### config.mk
export PLATFORM = sky130hd
export DESIGN_NAME = pmic_gpio_alt_function
export DESIGN_NICKNAME = d
export VERILOG_FILES = /design/src/gpio_pkg.sv /design/src/pmic_gpio_alt_function.sv /design/src/sync2.sv /design/src/pin_debounce.sv
export VERILOG_INCLUDE_DIRS = /design/src /design/src/src
export SDC_FILE = /design/constraint.sdc
export NUM_CORES = 1
export LEC_CHECK = 0
export ABC_AREA = 1
export BUFFER_PORTS_ARGS = -buffer_cell sky130_fd_sc_hd__buf_2
export CORE_AREA = 3 3 138 140
export DETAILED_ROUTE_END_ITERATION = 7
export DIE_AREA = 0 0 141 143
export PLACE_DENSITY = 0.56
export SLEW_MARGIN = 20
export SYNTH_ARGS = -nofsm -noshare
export SYNTH_HDL_FRONTEND = slang
export SYNTH_SLANG_ARGS = --single-unit
### constraint.sdc
create_clock -name sys_clk -period 1.8 [get_ports sys_clk]
set_input_delay 0.09 -clock sys_clk [delete_from_list [all_inputs] [get_ports sys_clk]]
set_output_delay 0.09 -clock sys_clk [all_outputs]
set_load 0.02 [all_outputs]
### src/gpio_params.svh
// Register offsets, field positions, reset values and timing figures of the pin block.
`ifndef GPIO_PARAMS_SVH
`define GPIO_PARAMS_SVH

// Register byte offsets on the bus.
`define OFS_PIN_CFG0      8'h00
`define OFS_PIN_CFG1      8'h04
`define OFS_PIN_CFG2      8'h08
`define OFS_IRQ_STATUS    8'h0C
`define OFS_IRQ_MASK      8'h10
`define OFS_CH2_CFG       8'h14
`define OFS_GLOBAL_CFG    8'h18
`define OFS_BLOCK_STATUS  8'h1C

// Pin configuration field positions.
`define CFG_DIR_BIT       0
`define CFG_LEVEL_BIT     1
`define CFG_OUT_VAL_BIT   2
`define CFG_DRV_BIT       3
`define CFG_DBEN_BIT      4
`define CFG_ALT_BIT       5
`define CFG_WIDTH         6

// Interrupt status and mask layout: rising flags low, falling flags above.
`define IRQ_RISE_LSB      0
`define IRQ_FALL_LSB      3
`define IRQ_WIDTH         6
`define IRQ_MASK_RESET    6'h3F

// Pin configuration reset: input, no debounce, open-drain, standard mode.
`define CFG_RESET         6'h01
`define CH2_CODE_RESET    3'h0

// Channel-two enable codes that follow the alternate pin.
`define CH2_CODE_PIN_A    3'h4
`define CH2_CODE_PIN_B    3'h5

// Debounce time and default rate of the dedicated oscillator.
`define DBNC_TIME_MS      30
`define DBNC_OSC_HZ       32768

`endif

### src/gpio_pkg.sv
// Types shared by the pin block modules.
package gpio_pkg;

    // One pin's configuration as software writes it.
    typedef struct packed {
        logic alt_function_sel;
        logic input_debounce_en;
        logic output_drive_type;
        logic out_val;
        logic level_unused;
        logic dir_input;
    } pin_cfg_type;

    // Channel-two enable code.
    typedef logic [2:0] ch2_code_type;

endpackage : gpio_pkg

### src/pmic_gpio_alt_function.sv
// Three-pin I/O block with debounce, edge interrupts, alternate functions and an AHB-Lite register slave.
`include "gpio_params.svh"

// Operation
// - A pin is an output while its direction bit is 0 and an input while it is 1.
// - An output drives push-pull when the drive-type bit is 1 and open-drain when it is 0.
// - In open-drain mode the pin is only pulled low or released, never driven high.
// - The input-level bit always shows the pin level, whatever the direction.
// - An input has a 30 ms debounce filter, used when its enable bit is 1 and bypassed when 0.
// - Debounce time is counted on ticks of the dedicated internal oscillator.
// - Rising and falling edges on each input are detected separately as interrupt events.
// - Separate rise and fall mask bits gate the active-low interrupt, 1 blocking and 0 passing.
// - Each pin has a readable alternate-mode bit, 0 for normal use and 1 for its fixed function.
// - In alternate mode pin 0 outputs the active-high sequencer slot of regulator channel two.
// - In alternate mode pin 1 enables channel two when high, ORed with the sequencer enable.
// - With pin 1 alternate, codes 4 and 5 follow the pin and all other codes keep the channel on.
// - In alternate mode pin 2 is ORed with the bias low-power bit to request low-power mode.
// - All interrupt mask bits reset to masked.
module pmic_gpio_alt_function
    import gpio_pkg::*;
#(
    parameter int OSC_HZ = `DBNC_OSC_HZ,
    parameter int NPINS  = 3
) (
    // Clock and reset.
    input  wire logic             sys_clk,
    input  wire logic             reset_n,
    // AHB-Lite slave.
    input  wire logic             hsel,
    input  wire logic [31:0]      haddr,
    input  wire logic [1:0]       htrans,
    input  wire logic             hwrite,
    input  wire logic [2:0]       hsize,
    input  wire logic [31:0]      hwdata,
    input  wire logic             hready,
    output logic                  hreadyout,
    output logic                  hresp,
    output logic [31:0]           hrdata,
    // Pins: sampled level, drive value and drive enable.
    input  wire logic [NPINS-1:0] pin_in,
    output logic      [NPINS-1:0] pin_out,
    output logic      [NPINS-1:0] pin_oe,
    // Dedicated debounce oscillator.
    input  wire logic             dbnc_osc,
    // Power sequencer signals for regulator channel two.
    input  wire logic             seq_ch2_slot,
    input  wire logic             seq_ch2_en,
    // Results and interrupt.
    output logic                  ch2_enable,
    output logic                  bias_low_power,
    output logic                  irq_out_n
);
    localparam int DBNC_TICKS = (`DBNC_TIME_MS * OSC_HZ + 999) / 1000;

    pin_cfg_type              cfg_r [NPINS];
    pin_cfg_type              cfg_nxt [NPINS];
    logic [`IRQ_WIDTH-1:0]    flag_r;
    logic [`IRQ_WIDTH-1:0]    flag_nxt;
    logic [`IRQ_WIDTH-1:0]    mask_r;
    logic [`IRQ_WIDTH-1:0]    mask_nxt;
    ch2_code_type             ch2_code_r;
    ch2_code_type             ch2_code_nxt;
    logic                     bias_req_r;
    logic                     bias_req_nxt;
    logic [NPINS-1:0]         level_d_r;
    logic [NPINS-1:0]         level_d_nxt;
    logic                     osc_d_r;
    logic                     osc_d_nxt;
    logic                     wr_pend_r;
    logic                     wr_pend_nxt;
    logic                     rd_pend_r;
    logic                     rd_pend_nxt;
    logic [7:0]               addr_r;
    logic [7:0]               addr_nxt;
    logic [31:0]              rdata_r;
    logic [31:0]              rdata_nxt;
    logic                     ch2_en_r;
    logic                     ch2_en_nxt;
    logic                     bias_r;
    logic                     bias_nxt;
    logic [NPINS-1:0]         pin_sync;
    logic                     osc_sync;
    logic [NPINS-1:0]         level;
    logic [NPINS-1:0]         rise;
    logic [NPINS-1:0]         fall;
    logic [`IRQ_WIDTH-1:0]    events;
    logic                     osc_tick;
    logic                     accept;

    // Pins and oscillator come from outside the clock domain.
    sync2 #(.WIDTH(NPINS + 1)) u_sync (
        .sys_clk  (sys_clk),
        .reset_n  (reset_n),
        .async_in ({dbnc_osc, pin_in}),
        .sync_out ({osc_sync, pin_sync})
    );

    // One tick per rising edge of the oscillator, seen after synchronising.
    assign osc_tick = osc_sync & ~osc_d_r;

    // Each pin has its own filter; it only acts while the pin is an input.
    for (genvar i = 0; i < NPINS; i++) begin : g_pin
        pin_debounce #(.DBNC_TICKS(DBNC_TICKS)) u_dbnc (
            .sys_clk   (sys_clk),
            .reset_n   (reset_n),
            .raw_in    (pin_sync[i]),
            .osc_tick  (osc_tick),
            .filter_en (cfg_r[i].input_debounce_en & cfg_r[i].dir_input),
            .level_out (level[i])
        );
    end

    // Edge detectors run on the level whatever the direction.
    assign rise   = level & ~level_d_r;
    assign fall   = ~level & level_d_r;
    assign events = {fall, rise};

    // Pin drivers: alternate function first, then direction and drive type.
    always_comb begin
        for (int i = 0; i < NPINS; i++) begin
            if (cfg_r[i].alt_function_sel) begin
                pin_out[i] = (i == 0) ? seq_ch2_slot : 1'b0;
                pin_oe[i]  = (i == 0);
            end else if (cfg_r[i].dir_input) begin
                pin_out[i] = 1'b0;
                pin_oe[i]  = 1'b0;
            end else if (cfg_r[i].output_drive_type) begin
                pin_out[i] = cfg_r[i].out_val;
                pin_oe[i]  = 1'b1;
            end else begin
                pin_out[i] = 1'b0;
                pin_oe[i]  = ~cfg_r[i].out_val;
            end
        end
    end

    // Address phase is taken when selected, ready and a transfer is requested.
    assign accept = hsel & hready & htrans[1];

    // Read mux, shared by every read data phase.
    function automatic logic [31:0] read_word(input logic [7:0] a,
                                              input pin_cfg_type c0,
                                              input pin_cfg_type c1,
                                              input pin_cfg_type c2,
                                              input logic [NPINS-1:0] lvl,
                                              input logic [`IRQ_WIDTH-1:0] fl,
                                              input logic [`IRQ_WIDTH-1:0] mk,
                                              input ch2_code_type code,
                                              input logic breq,
                                              input logic ch2,
                                              input logic bias);
        logic [31:0] w;
        w = 32'h0000_0000;
        if (a == `OFS_PIN_CFG0) begin
            w[`CFG_WIDTH-1:0] = c0;
            w[`CFG_LEVEL_BIT] = lvl[0];
        end else if (a == `OFS_PIN_CFG1) begin
            w[`CFG_WIDTH-1:0] = c1;
            w[`CFG_LEVEL_BIT] = lvl[1];
        end else if (a == `OFS_PIN_CFG2) begin
            w[`CFG_WIDTH-1:0] = c2;
            w[`CFG_LEVEL_BIT] = lvl[2];
        end else if (a == `OFS_IRQ_STATUS) begin
            w[`IRQ_WIDTH-1:0] = fl;
        end else if (a == `OFS_IRQ_MASK) begin
            w[`IRQ_WIDTH-1:0] = mk;
        end else if (a == `OFS_CH2_CFG) begin
            w[2:0] = code;
        end else if (a == `OFS_GLOBAL_CFG) begin
            w[0] = breq;
        end else if (a == `OFS_BLOCK_STATUS) begin
            w[0] = ch2;
            w[1] = bias;
        end
        return w;
    endfunction : read_word

    // Bus phases, register writes, flags and derived outputs.
    always_comb begin
        pin_cfg_type wcfg;
        logic        rd_status;
        logic        ch2_pin_follow;
        wcfg           = pin_cfg_type'(hwdata[`CFG_WIDTH-1:0]);
        rd_status      = 1'b0;
        ch2_pin_follow = 1'b0;
        cfg_nxt        = cfg_r;
        mask_nxt       = mask_r;
        ch2_code_nxt   = ch2_code_r;
        bias_req_nxt   = bias_req_r;
        level_d_nxt    = level;
        osc_d_nxt      = osc_sync;
        rdata_nxt      = rdata_r;
        wr_pend_nxt    = 1'b0;
        rd_pend_nxt    = 1'b0;
        addr_nxt       = addr_r;
        // A new address phase is only taken while no read is being answered.
        if (accept && !rd_pend_r) begin
            addr_nxt    = haddr[7:0];
            wr_pend_nxt = hwrite;
            rd_pend_nxt = ~hwrite;
        end
        // Write data phase.
        if (wr_pend_r) begin
            if (addr_r == `OFS_PIN_CFG0) begin
                cfg_nxt[0] = wcfg;
            end else if (addr_r == `OFS_PIN_CFG1) begin
                cfg_nxt[1] = wcfg;
            end else if (addr_r == `OFS_PIN_CFG2) begin
                cfg_nxt[2] = wcfg;
            end else if (addr_r == `OFS_IRQ_MASK) begin
                mask_nxt = hwdata[`IRQ_WIDTH-1:0];
            end else if (addr_r == `OFS_CH2_CFG) begin
                ch2_code_nxt = hwdata[2:0];
            end else if (addr_r == `OFS_GLOBAL_CFG) begin
                bias_req_nxt = hwdata[0];
            end
        end
        // Read data phase: data are captured once, after any earlier write has landed.
        if (rd_pend_r) begin
            rdata_nxt = read_word(addr_r, cfg_r[0], cfg_r[1], cfg_r[2], level, flag_r, mask_r,
                                  ch2_code_r, bias_req_r, ch2_en_r, bias_r);
            rd_status = (addr_r == `OFS_IRQ_STATUS);
        end
        // Flags clear on read or on a written one; a same-cycle edge still wins.
        flag_nxt = flag_r;
        if (rd_status) begin
            flag_nxt = '0;
        end
        if (wr_pend_r && addr_r == `OFS_IRQ_STATUS) begin
            flag_nxt = flag_nxt & ~hwdata[`IRQ_WIDTH-1:0];
        end
        flag_nxt = flag_nxt | events;
        // Channel-two enable under the alternate pin.
        ch2_pin_follow = (ch2_code_r == `CH2_CODE_PIN_A) || (ch2_code_r == `CH2_CODE_PIN_B);
        if (cfg_r[1].alt_function_sel) begin
            ch2_en_nxt = ch2_pin_follow ? (level[1] | seq_ch2_en) : 1'b1;
        end else begin
            ch2_en_nxt = seq_ch2_en;
        end
        // Bias low-power request from the register bit or the alternate pin.
        bias_nxt = bias_req_r | (cfg_r[2].alt_function_sel & level[2]);
        if (!reset_n) begin
            for (int i = 0; i < NPINS; i++) begin
                cfg_nxt[i] = pin_cfg_type'(`CFG_RESET);
            end
            flag_nxt     = '0;
            mask_nxt     = `IRQ_MASK_RESET;
            ch2_code_nxt = `CH2_CODE_RESET;
            bias_req_nxt = 1'b0;
            level_d_nxt  = '0;
            osc_d_nxt    = 1'b0;
            rdata_nxt    = 32'h0000_0000;
            wr_pend_nxt  = 1'b0;
            rd_pend_nxt  = 1'b0;
            addr_nxt     = 8'h00;
            ch2_en_nxt   = 1'b0;
            bias_nxt     = 1'b0;
        end
    end

    // Registers only.
    always_ff @(posedge sys_clk) begin
        cfg_r      <= cfg_nxt;
        flag_r     <= flag_nxt;
        mask_r     <= mask_nxt;
        ch2_code_r <= ch2_code_nxt;
        bias_req_r <= bias_req_nxt;
        level_d_r  <= level_d_nxt;
        osc_d_r    <= osc_d_nxt;
        rdata_r    <= rdata_nxt;
        wr_pend_r  <= wr_pend_nxt;
        rd_pend_r  <= rd_pend_nxt;
        addr_r     <= addr_nxt;
        ch2_en_r   <= ch2_en_nxt;
        bias_r     <= bias_nxt;
    end

    // A read costs one wait state so that a write just before it is always seen.
    assign hreadyout      = ~rd_pend_r;
    assign hresp          = 1'b0;
    assign hrdata         = rdata_r;
    assign ch2_enable     = ch2_en_r;
    assign bias_low_power = bias_r;

    // Open-drain style active-low interrupt: low while any unmasked flag is set.
    assign irq_out_n = ~|(flag_r & ~mask_r);
endmodule : pmic_gpio_alt_function

### src/sync2.sv
// Two-flop synchroniser for levels that arrive from outside the clock domain.
module sync2 #(
    parameter int WIDTH = 1
) (
    // Clock and reset.
    input  wire logic             sys_clk,
    input  wire logic             reset_n,
    // Asynchronous input and its synchronised copy.
    input  wire logic [WIDTH-1:0] async_in,
    output logic      [WIDTH-1:0] sync_out
);
    logic [WIDTH-1:0] meta_r;
    logic [WIDTH-1:0] meta_nxt;
    logic [WIDTH-1:0] sync_r;
    logic [WIDTH-1:0] sync_nxt;

    // The first stage feeds only the second stage.
    always_comb begin
        meta_nxt = async_in;
        sync_nxt = meta_r;
        if (!reset_n) begin
            meta_nxt = '0;
            sync_nxt = '0;
        end
    end

    // Registers only.
    always_ff @(posedge sys_clk) begin
        meta_r <= meta_nxt;
        sync_r <= sync_nxt;
    end

    assign sync_out = sync_r;
endmodule : sync2

### src/pin_debounce.sv
// Debounce filter for one pin, timed by ticks of the dedicated oscillator.
module pin_debounce #(
    parameter int DBNC_TICKS = 983
) (
    // Clock and reset.
    input  wire logic sys_clk,
    input  wire logic reset_n,
    // Synchronised pin, oscillator tick and filter enable.
    input  wire logic raw_in,
    input  wire logic osc_tick,
    input  wire logic filter_en,
    // Filtered level.
    output logic      level_out
);
    localparam int CW = $clog2(DBNC_TICKS + 1);

    logic          level_r;
    logic          level_nxt;
    logic [CW-1:0] cnt_r;
    logic [CW-1:0] cnt_nxt;

    // A change must hold for the full count of oscillator ticks before it passes.
    always_comb begin
        level_nxt = level_r;
        cnt_nxt   = cnt_r;
        if (!filter_en) begin
            level_nxt = raw_in; // Bypass costs one clock of delay for clean sources.
            cnt_nxt   = '0;
        end else if (raw_in == level_r) begin
            cnt_nxt = '0; // Any bounce back restarts the wait.
        end else if (osc_tick) begin
            if (cnt_r >= CW'(DBNC_TICKS - 1)) begin
                level_nxt = raw_in;
                cnt_nxt   = '0;
            end else begin
                cnt_nxt = cnt_r + CW'(1);
            end
        end
        if (!reset_n) begin
            level_nxt = 1'b0;
            cnt_nxt   = '0;
        end
    end

    // Registers only.
    always_ff @(posedge sys_clk) begin
        level_r <= level_nxt;
        cnt_r   <= cnt_nxt;
    end

    assign level_out = level_r;
endmodule : pin_debounce

==> run metrics, run 1 <==
antenna violations before repair 0; CTS Buf Count 9; H-tree depth 3; top cells by count, synth 102 x nand2_1, 94 x dfxtp_1, 69 x inv_1; routed wire length per instance 11.8 um; vias in the first global route 3559; ANT nets after route 0; Switching Fraction 0.263; Synth Register Bits 94; top-count cell post-synth nand2_1; Total Power between 4 and 5 mW; Setup crit end kind flop; combinational fraction of design power 0.086; Starting Density 0.247; hold path cells 3; Area contributors post-synth dfxtp_1 42%, nand2_1 8.6%, inv_1 5.8%, nor2_1 5.7%, a21oi_1 5.3%; delay-heaviest family, CP simple AND/OR/NAND/NOR gates; CTS root buf clkbuf_16; Mapped Area approximately 4400 sq um; Filler cells roughly 2000; R2R depth 6; FMAX 0.642 GHz; Peak VDD IR around 0.47 mV; PortBufs a little over 40; critical path class flop to flop; fin crit share 0.866; CP Launch Type flop; GRT Overall Usage 0.108; Cells after Synth between 500 and 600; largest net degree at the start of global routing 27; Skew-Pair Late Insertion Delay ~0.35 ns; final setup TNS 0 ns; Via Count approximately 3800; max-slew violations 0; fin crit period around 1.6 ns; Die ar. between 20000 and 25000 sq um; nets about 740; crit-path cells ha_1 -> nand2_1 -> a21oi_1 -> o2111ai_2 -> nand3_2 -> nor3b_1; Reg power frac 0.497; worst reg2reg path startpoint g_pin[1].u_dbnc.cnt_r[0]; share of the synthesized area in the top cell type 0.424; CP max stage cell dfxtp_1; first-pass GRT wire length roughly 17 mm; io pins between 100 and 150; syn_area_per_cell about 7.5 sq um; WP data arrival around 1.8 ns; max-cap check violation count 0; worst-margin pin slew between 0.5 and 0.6 ns; grt ovf 0; FF-to-FF setup slack 0.24 ns; Die Wd 141 um; drt first pass iters 4; Worst R2R End g_pin[1].u_dbnc.cnt_r[2]; leakage power between 2 and 2.5 nW; worst hold path startpoint hwdata[1]; WHS Endpoint mask_r[1]; power per cell area around 800 nW/um^2; GPL Wtd Cong ~0.86; DRC viols 0; Top FF cell, synth dfxtp_1; Rows a little under 50; crit path max fanout 10; clock slew at reported path FFs roughly 0.070 ns; Setup violations, final 0; Yosys cell types between 40 and 50; Psw 1.13 mW; largest stage delay on the critical path roughly 0.34 ns; DRT iter0 DRCs between 200 and 300; Req. time, crit path about 2.1 ns; Worst slew margin 0.629; HP Class input pin to flop; share of layout cells above drive strength 1 0.165; drt total wl 10.5 mm; top cell type by total area after synthesis dfxtp_1; synth-to-layout area growth 17.1%; register area share after synthesis 0.424; Worst Skew 0.0113 ns; CP Buf/Inv Count 0; Post-synth EDFFs 0; Die H approximately 140 um; Max Root-Sink Buffers 2; detailed placer's ending HPWL a little under 8 mm; FFs w/ async S/R, synth 0; synth warn 0; status finished, final reports clean; endpoints failing hold 0; CTS tree built; RSZ-0062 raised after global routing false; internal power 3.16 mW; Clk pwr share 0.417; ant diodes 0; Via density between 4 and 5; core area about 18000 sq um; clk sinks 94
## worst register-to-register path: cells and delay by family, from the launching register on
family / cells / cell delay, ns
AOI/OAI and AO/OA: 2 / 0.33
adders and majority gates: 1 / 0.21
DFF: 1 / 0.34
and+or+nand+nor: 3 / 0.60
## how the worst max path moves through the flow
stage	start	endpoint	slack (ns)	depth (start not counted)
after CTS	u_sync.sync_out[3]	g_pin[2].u_dbnc.cnt_r[8]	0.1	7
final	g_pin[1].u_dbnc.cnt_r[0]	g_pin[1].u_dbnc.cnt_r[2]	0.24	6
after floorplan	rd_pend_r	addr_r[2]	0.43	4
after global routing	addr_r[1]	hrdata[2]	0.08	11
after global placement	u_sync.sync_out[3]	g_pin[2].u_dbnc.cnt_r[8]	0.18	7
after detailed placement	u_sync.sync_out[3]	g_pin[2].u_dbnc.cnt_r[8]	0.13	7
## power groups by stage
stage	sequential, mW	clock, mW	combinational [mW]
final	2.13	1.78	0.369
after global routing	2.13	1.92	0.412
after CTS	2.13	1.83	0.365
after detailed placement	2.18	0	0.353
after global placement	2.18	0	0.353
after floorplan	2.18	0	0.289
## per-stage QoR
| step | worst slack [ns] | hold slack (ns) | cells | cell area [sq um] | util |
|---|---|---|---|---|---|
| finish | 0.242 | 0.0166 | 885 | 5200 | 0.289 |
| global placement | 0.177 | 0.276 | 864 | 4860 | 0.271 |
| floorplan | 0.432 | 0.169 | 620 | 4540 | - |
| global route | 0.0814 | 0.0453 | 885 | 5200 | 0.289 |
| CTS | 0.0958 | 0.00404 | 885 | 5180 | 0.289 |
| detailed placement | 0.128 | 0.267 | 864 | 4860 | 0.271 |
## what timing repair did
| item | in CTS | in global routing |
|---|---|---|
| hold endpoints to repair | 7 | 0 |
| endpoints found under the setup margin | 0 | 5 |
| buffers inserted | 0 | 0 |
| hold buffers | 6 | 0 |
| resized for setup | 0 | 3 |
## kinds of logic (layout without fill, tap and decap cells)
family | Yosys count | in the layout | share of synthesized area
compound gates | 107 | 107 | 0.135
xor+xnor | 9 | 9 | 0.0177
fa+ha+maj | 3 | 3 | 0.00845
buf+inv | 118 | 154 | 0.128
flops | 94 | 94 | 0.424
other cells | 1 | 27 | 0.000844
simple gates | 262 | 262 | 0.287
## sequential cells by signal, summed over array words and instances, names as in the netlist, 3 cells and up
register,cells
level_d_r,3
u_sync.sync_out,4
flag_r,6
g_pin.u_dbnc.cnt_r,30
u_sync.meta_r,4
ch2_code_r,3
addr_r,8
cfg_r,15
mask_r,6
hrdata,6
g_pin.u_dbnc.level_out,3
## layout make-up
class                      instances  area, sq um  share of cell area
sequential                        94         1880               0.362
clock buffer                      10          229              0.0440
inverter                          79          299              0.0575
tap                              229          287              0.0551
clock inverter                     5         35.0             0.00674
multi-input combinational        408         2110               0.405
timing repair buffer              60          363              0.0698
## metal layers
layer / track usage / vias up / routed length, um
met5: 0 / - / 0
met4: 0.0362 / 0 / 167
met2: 0.172 / 74 / 4870
li1: - / 1990 / -
met3: 0.0285 / 9 / 524
met1: 0.142 / 1682 / 4900
## layout by cell type (no fill, tap or decap), types with 4 or more instances in the layout
cell | synthesis | routed
a21oi_1 | 47 | 47
buf_2 | 2 | 41
buf_4 | 28 | 13
clkbuf_16 | 0 | 9
conb_1 | 1 | 27
dfxtp_1 | 94 | 94
dlygate4sd3_1 | 0 | 6
inv_1 | 69 | 69
inv_2 | 8 | 8
nand2_1 | 102 | 102
nand3_1 | 34 | 34
nand3_2 | 4 | 4
nand4_1 | 6 | 6
nor2_1 | 68 | 68
nor2_2 | 9 | 8
nor2_4 | 7 | 8
nor3_1 | 13 | 13
nor3b_1 | 6 | 6
o211ai_1 | 5 | 5
o21ai_0 | 32 | 32
o21ai_1 | 4 | 4
o22ai_1 | 5 | 5
xor2_1 | 9 | 9
Note: power is estimated with default switching activity, not from simulation.
==> run 2, diff against run 1 <==
--- a/config.mk
+++ b/config.mk
@@ -8,10 +8,12 @@
 export LEC_CHECK = 0
 export ABC_AREA = 1
 export BUFFER_PORTS_ARGS = -buffer_cell sky130_fd_sc_hd__buf_2
+export CELL_PAD_IN_SITES_DETAIL_PLACEMENT = 0
+export CELL_PAD_IN_SITES_GLOBAL_PLACEMENT = 1
 export CORE_AREA = 3 3 138 140
 export DETAILED_ROUTE_END_ITERATION = 7
 export DIE_AREA = 0 0 141 143
-export PLACE_DENSITY = 0.56
+export PLACE_DENSITY = 0.69
 export SLEW_MARGIN = 20
 export SYNTH_ARGS = -nofsm -noshare
 export SYNTH_HDL_FRONTEND = slang
==> run 2 against run 1 <==
Net effect:
- utilization up 0.24 points
- register-to-register slack got worse by 0.06 ns
- total power rose by 7.7%
- sequential power barely moved
- worst hold slack improved by 0.015 ns
- sequential share of layout area is 0.29 points lower
- die area unchanged
- maximum frequency decreased by 3.8%
- routed wire length is 3.4% higher
- sequential cell count did not move
- critical path type unchanged
==> run metrics, run 2 (synthesized netlist as in run 1, its figures left out) <==
status finished, final reports clean; dpl cells between 800 and 900; max FFs per register 30; leakage power 2.20 nW; routed wire length per instance ~12 um; GPL Wtd Cong ~0.83; Max Root-Sink Buffers 2; CP Launch Type flop; fin crit share 0.900; max-slew violations 0; Req. time, crit path between 2 and 2.5 ns; DRC viols 0; GR Util met1 0.155; Die H about 140 um; FF-to-FF setup slack around 0.18 ns; Layout Cells excl Fill 884; nets between 700 and 800; busiest grt layer met2; clock slew at reported path FFs 0.06 ns; drt first pass iters 4; max-cap check violation count 0; Worst Skew around 0.0046 ns; HP Class input pin to flop; CTS tree built; core area between 15000 and 20000 sq um; worst hold slack ~0.031 ns; Skew-Pair Late Insertion Delay 0.34 ns; commonest non-fill, non-tap cells in the layout 102 x nand2_1, 94 x dfxtp_1, 69 x inv_1; drt total wl between 10 and 15 mm; crit path max fanout 10; Peak VDD IR 0.561 mV; clk sinks between 90 and 100; Setup crit end kind flop; CTS root buf clkbuf_16; first-pass GRT wire length approximately 18 mm; CP max stage cell dfxtp_1; RSZ-0062 raised after global routing false; final setup TNS 0 ns; largest registers g_pin.u_dbnc.cnt_r: 30 flops, cfg_r: 15 flops, addr_r: 8 flops; antenna violations before repair 0; io pins about 120; Die Wd 141 um; worst-margin pin slew ~0.62 ns; largest stage delay on the critical path approximately 0.32 ns; crit-path cells inv_1 -> or2_1 -> buf_4 -> nor2_4 -> nand3_2 -> nor2_2 -> nand3_1 -> xor2_1 -> nor2_2; dpl ws about 0.16 ns; Finished Cell Area around 5200 sq um; DRT iter0 DRCs about 190; Setup violations, final 0; FMAX 0.617 GHz; Largest Register g_pin.u_dbnc.cnt_r; H-tree depth 3; Psw between 1 and 1.5 mW; most common cell after layout, fill and taps aside nand2_1; synth-to-layout area growth 18.0%; Post-DP Area just under 5000 sq um; WP data arrival roughly 1.9 ns; Rows between 40 and 50; Die ar. approximately 20000 sq um; Final Util 0.292; Via density 4.21; ant diodes 0; delay-heaviest family, CP simple AND/OR/NAND/NOR gates; crit-path most repeated cell nor2_2; Via Count about 3700; PortBufs 41; combinational fraction of design power 0.077; CTS Buf Count 9; number of setup buffers added after CTS 0; vias in the first global route 3565; Starting Density 0.247; Reg power frac 0.462; power per cell area about 900 nW/um^2; CP Buf/Inv Count 2; met2 GRT Util 0.181; Clk pwr share 0.461; detailed placer's ending HPWL 8.21 mm; critical path class flop to flop; Total Power 4.61 mW; endpoints failing hold 0; met3 usage 0.0352; final worst setup slack roughly 0.18 ns; grt ovf 0; internal power between 3 and 4 mW; Switching Fraction 0.232; largest net degree at the start of global routing 36; Worst slew margin 0.588; ANT nets after route 0; GRT Overall Usage 0.115; share of layout cells above drive strength 1 0.160; fin crit period 1.62 ns
run 2: cell count changes in the layout (fill, tap and decap cells not counted), sizes merged:
cell,previous run,this run
buf,54,51
clkbuf,10,13
bufinv,0,2
inv,80,78
clkinv,3,2
clkinvlp,1,0
dlygate4sd3,6,7
run 2: path summary, 6_finish.rpt:
kind,cells after the start,end,from
max reg2reg,9,g_pin[1].u_dbnc.cnt_r[8],u_sync.sync_out[3]
min reg2reg,2,u_sync.sync_out[3],u_sync.meta_r[3]
min,3,addr_r[6],haddr[6]
max,9,g_pin[1].u_dbnc.cnt_r[8],u_sync.sync_out[3]
run 2: layer usage:
metal  vias to the layer above  share of wire
li1                       1987              -
met1                      1669           0.49
met2                        59           0.46
met3                        10          0.043
met4                         0          0.010
met5                         -              0
run 2: cell type report:
class	instances	area, sq um
clock inverter	3	65.1
sequential	94	1880
multi-input combinational	408	2090
clock buffer	13	270
inverter	79	299
timing repair buffer	58	350
fill	2001	12700
tap	229	287
run 2: worst register-to-register path, cell delays in order, from the launching register on:
cell and delay, ns:
dfxtp_1 0.32, inv_1 0.03, or2_1 0.29, buf_4 0.22, nor2_4 0.12, nand3_2 0.10
nor2_2 0.11, nand3_1 0.09, xor2_1 0.18, nor2_2 0.04
run 2: timing repair:
item | in CTS | in global routing
hold buffers | 7 | 0
resized for setup | 0 | 0
hold endpoints to repair | 7 | 0
run 2: power groups by stage:
| stage | combinational [mW] | sequential (mW) | clock, mW |
|---|---|---|---|
| 6_report | 0.353 | 2.13 | 2.13 |
| 5_1_grt | 0.398 | 2.14 | 2.27 |
| 4_1_cts | 0.358 | 2.13 | 2.18 |
| 3_5_place_dp | 0.344 | 2.18 | 0 |
| 3_3_place_gp | 0.346 | 2.18 | 0 |
| 2_1_floorplan | 0.289 | 2.18 | 0 |
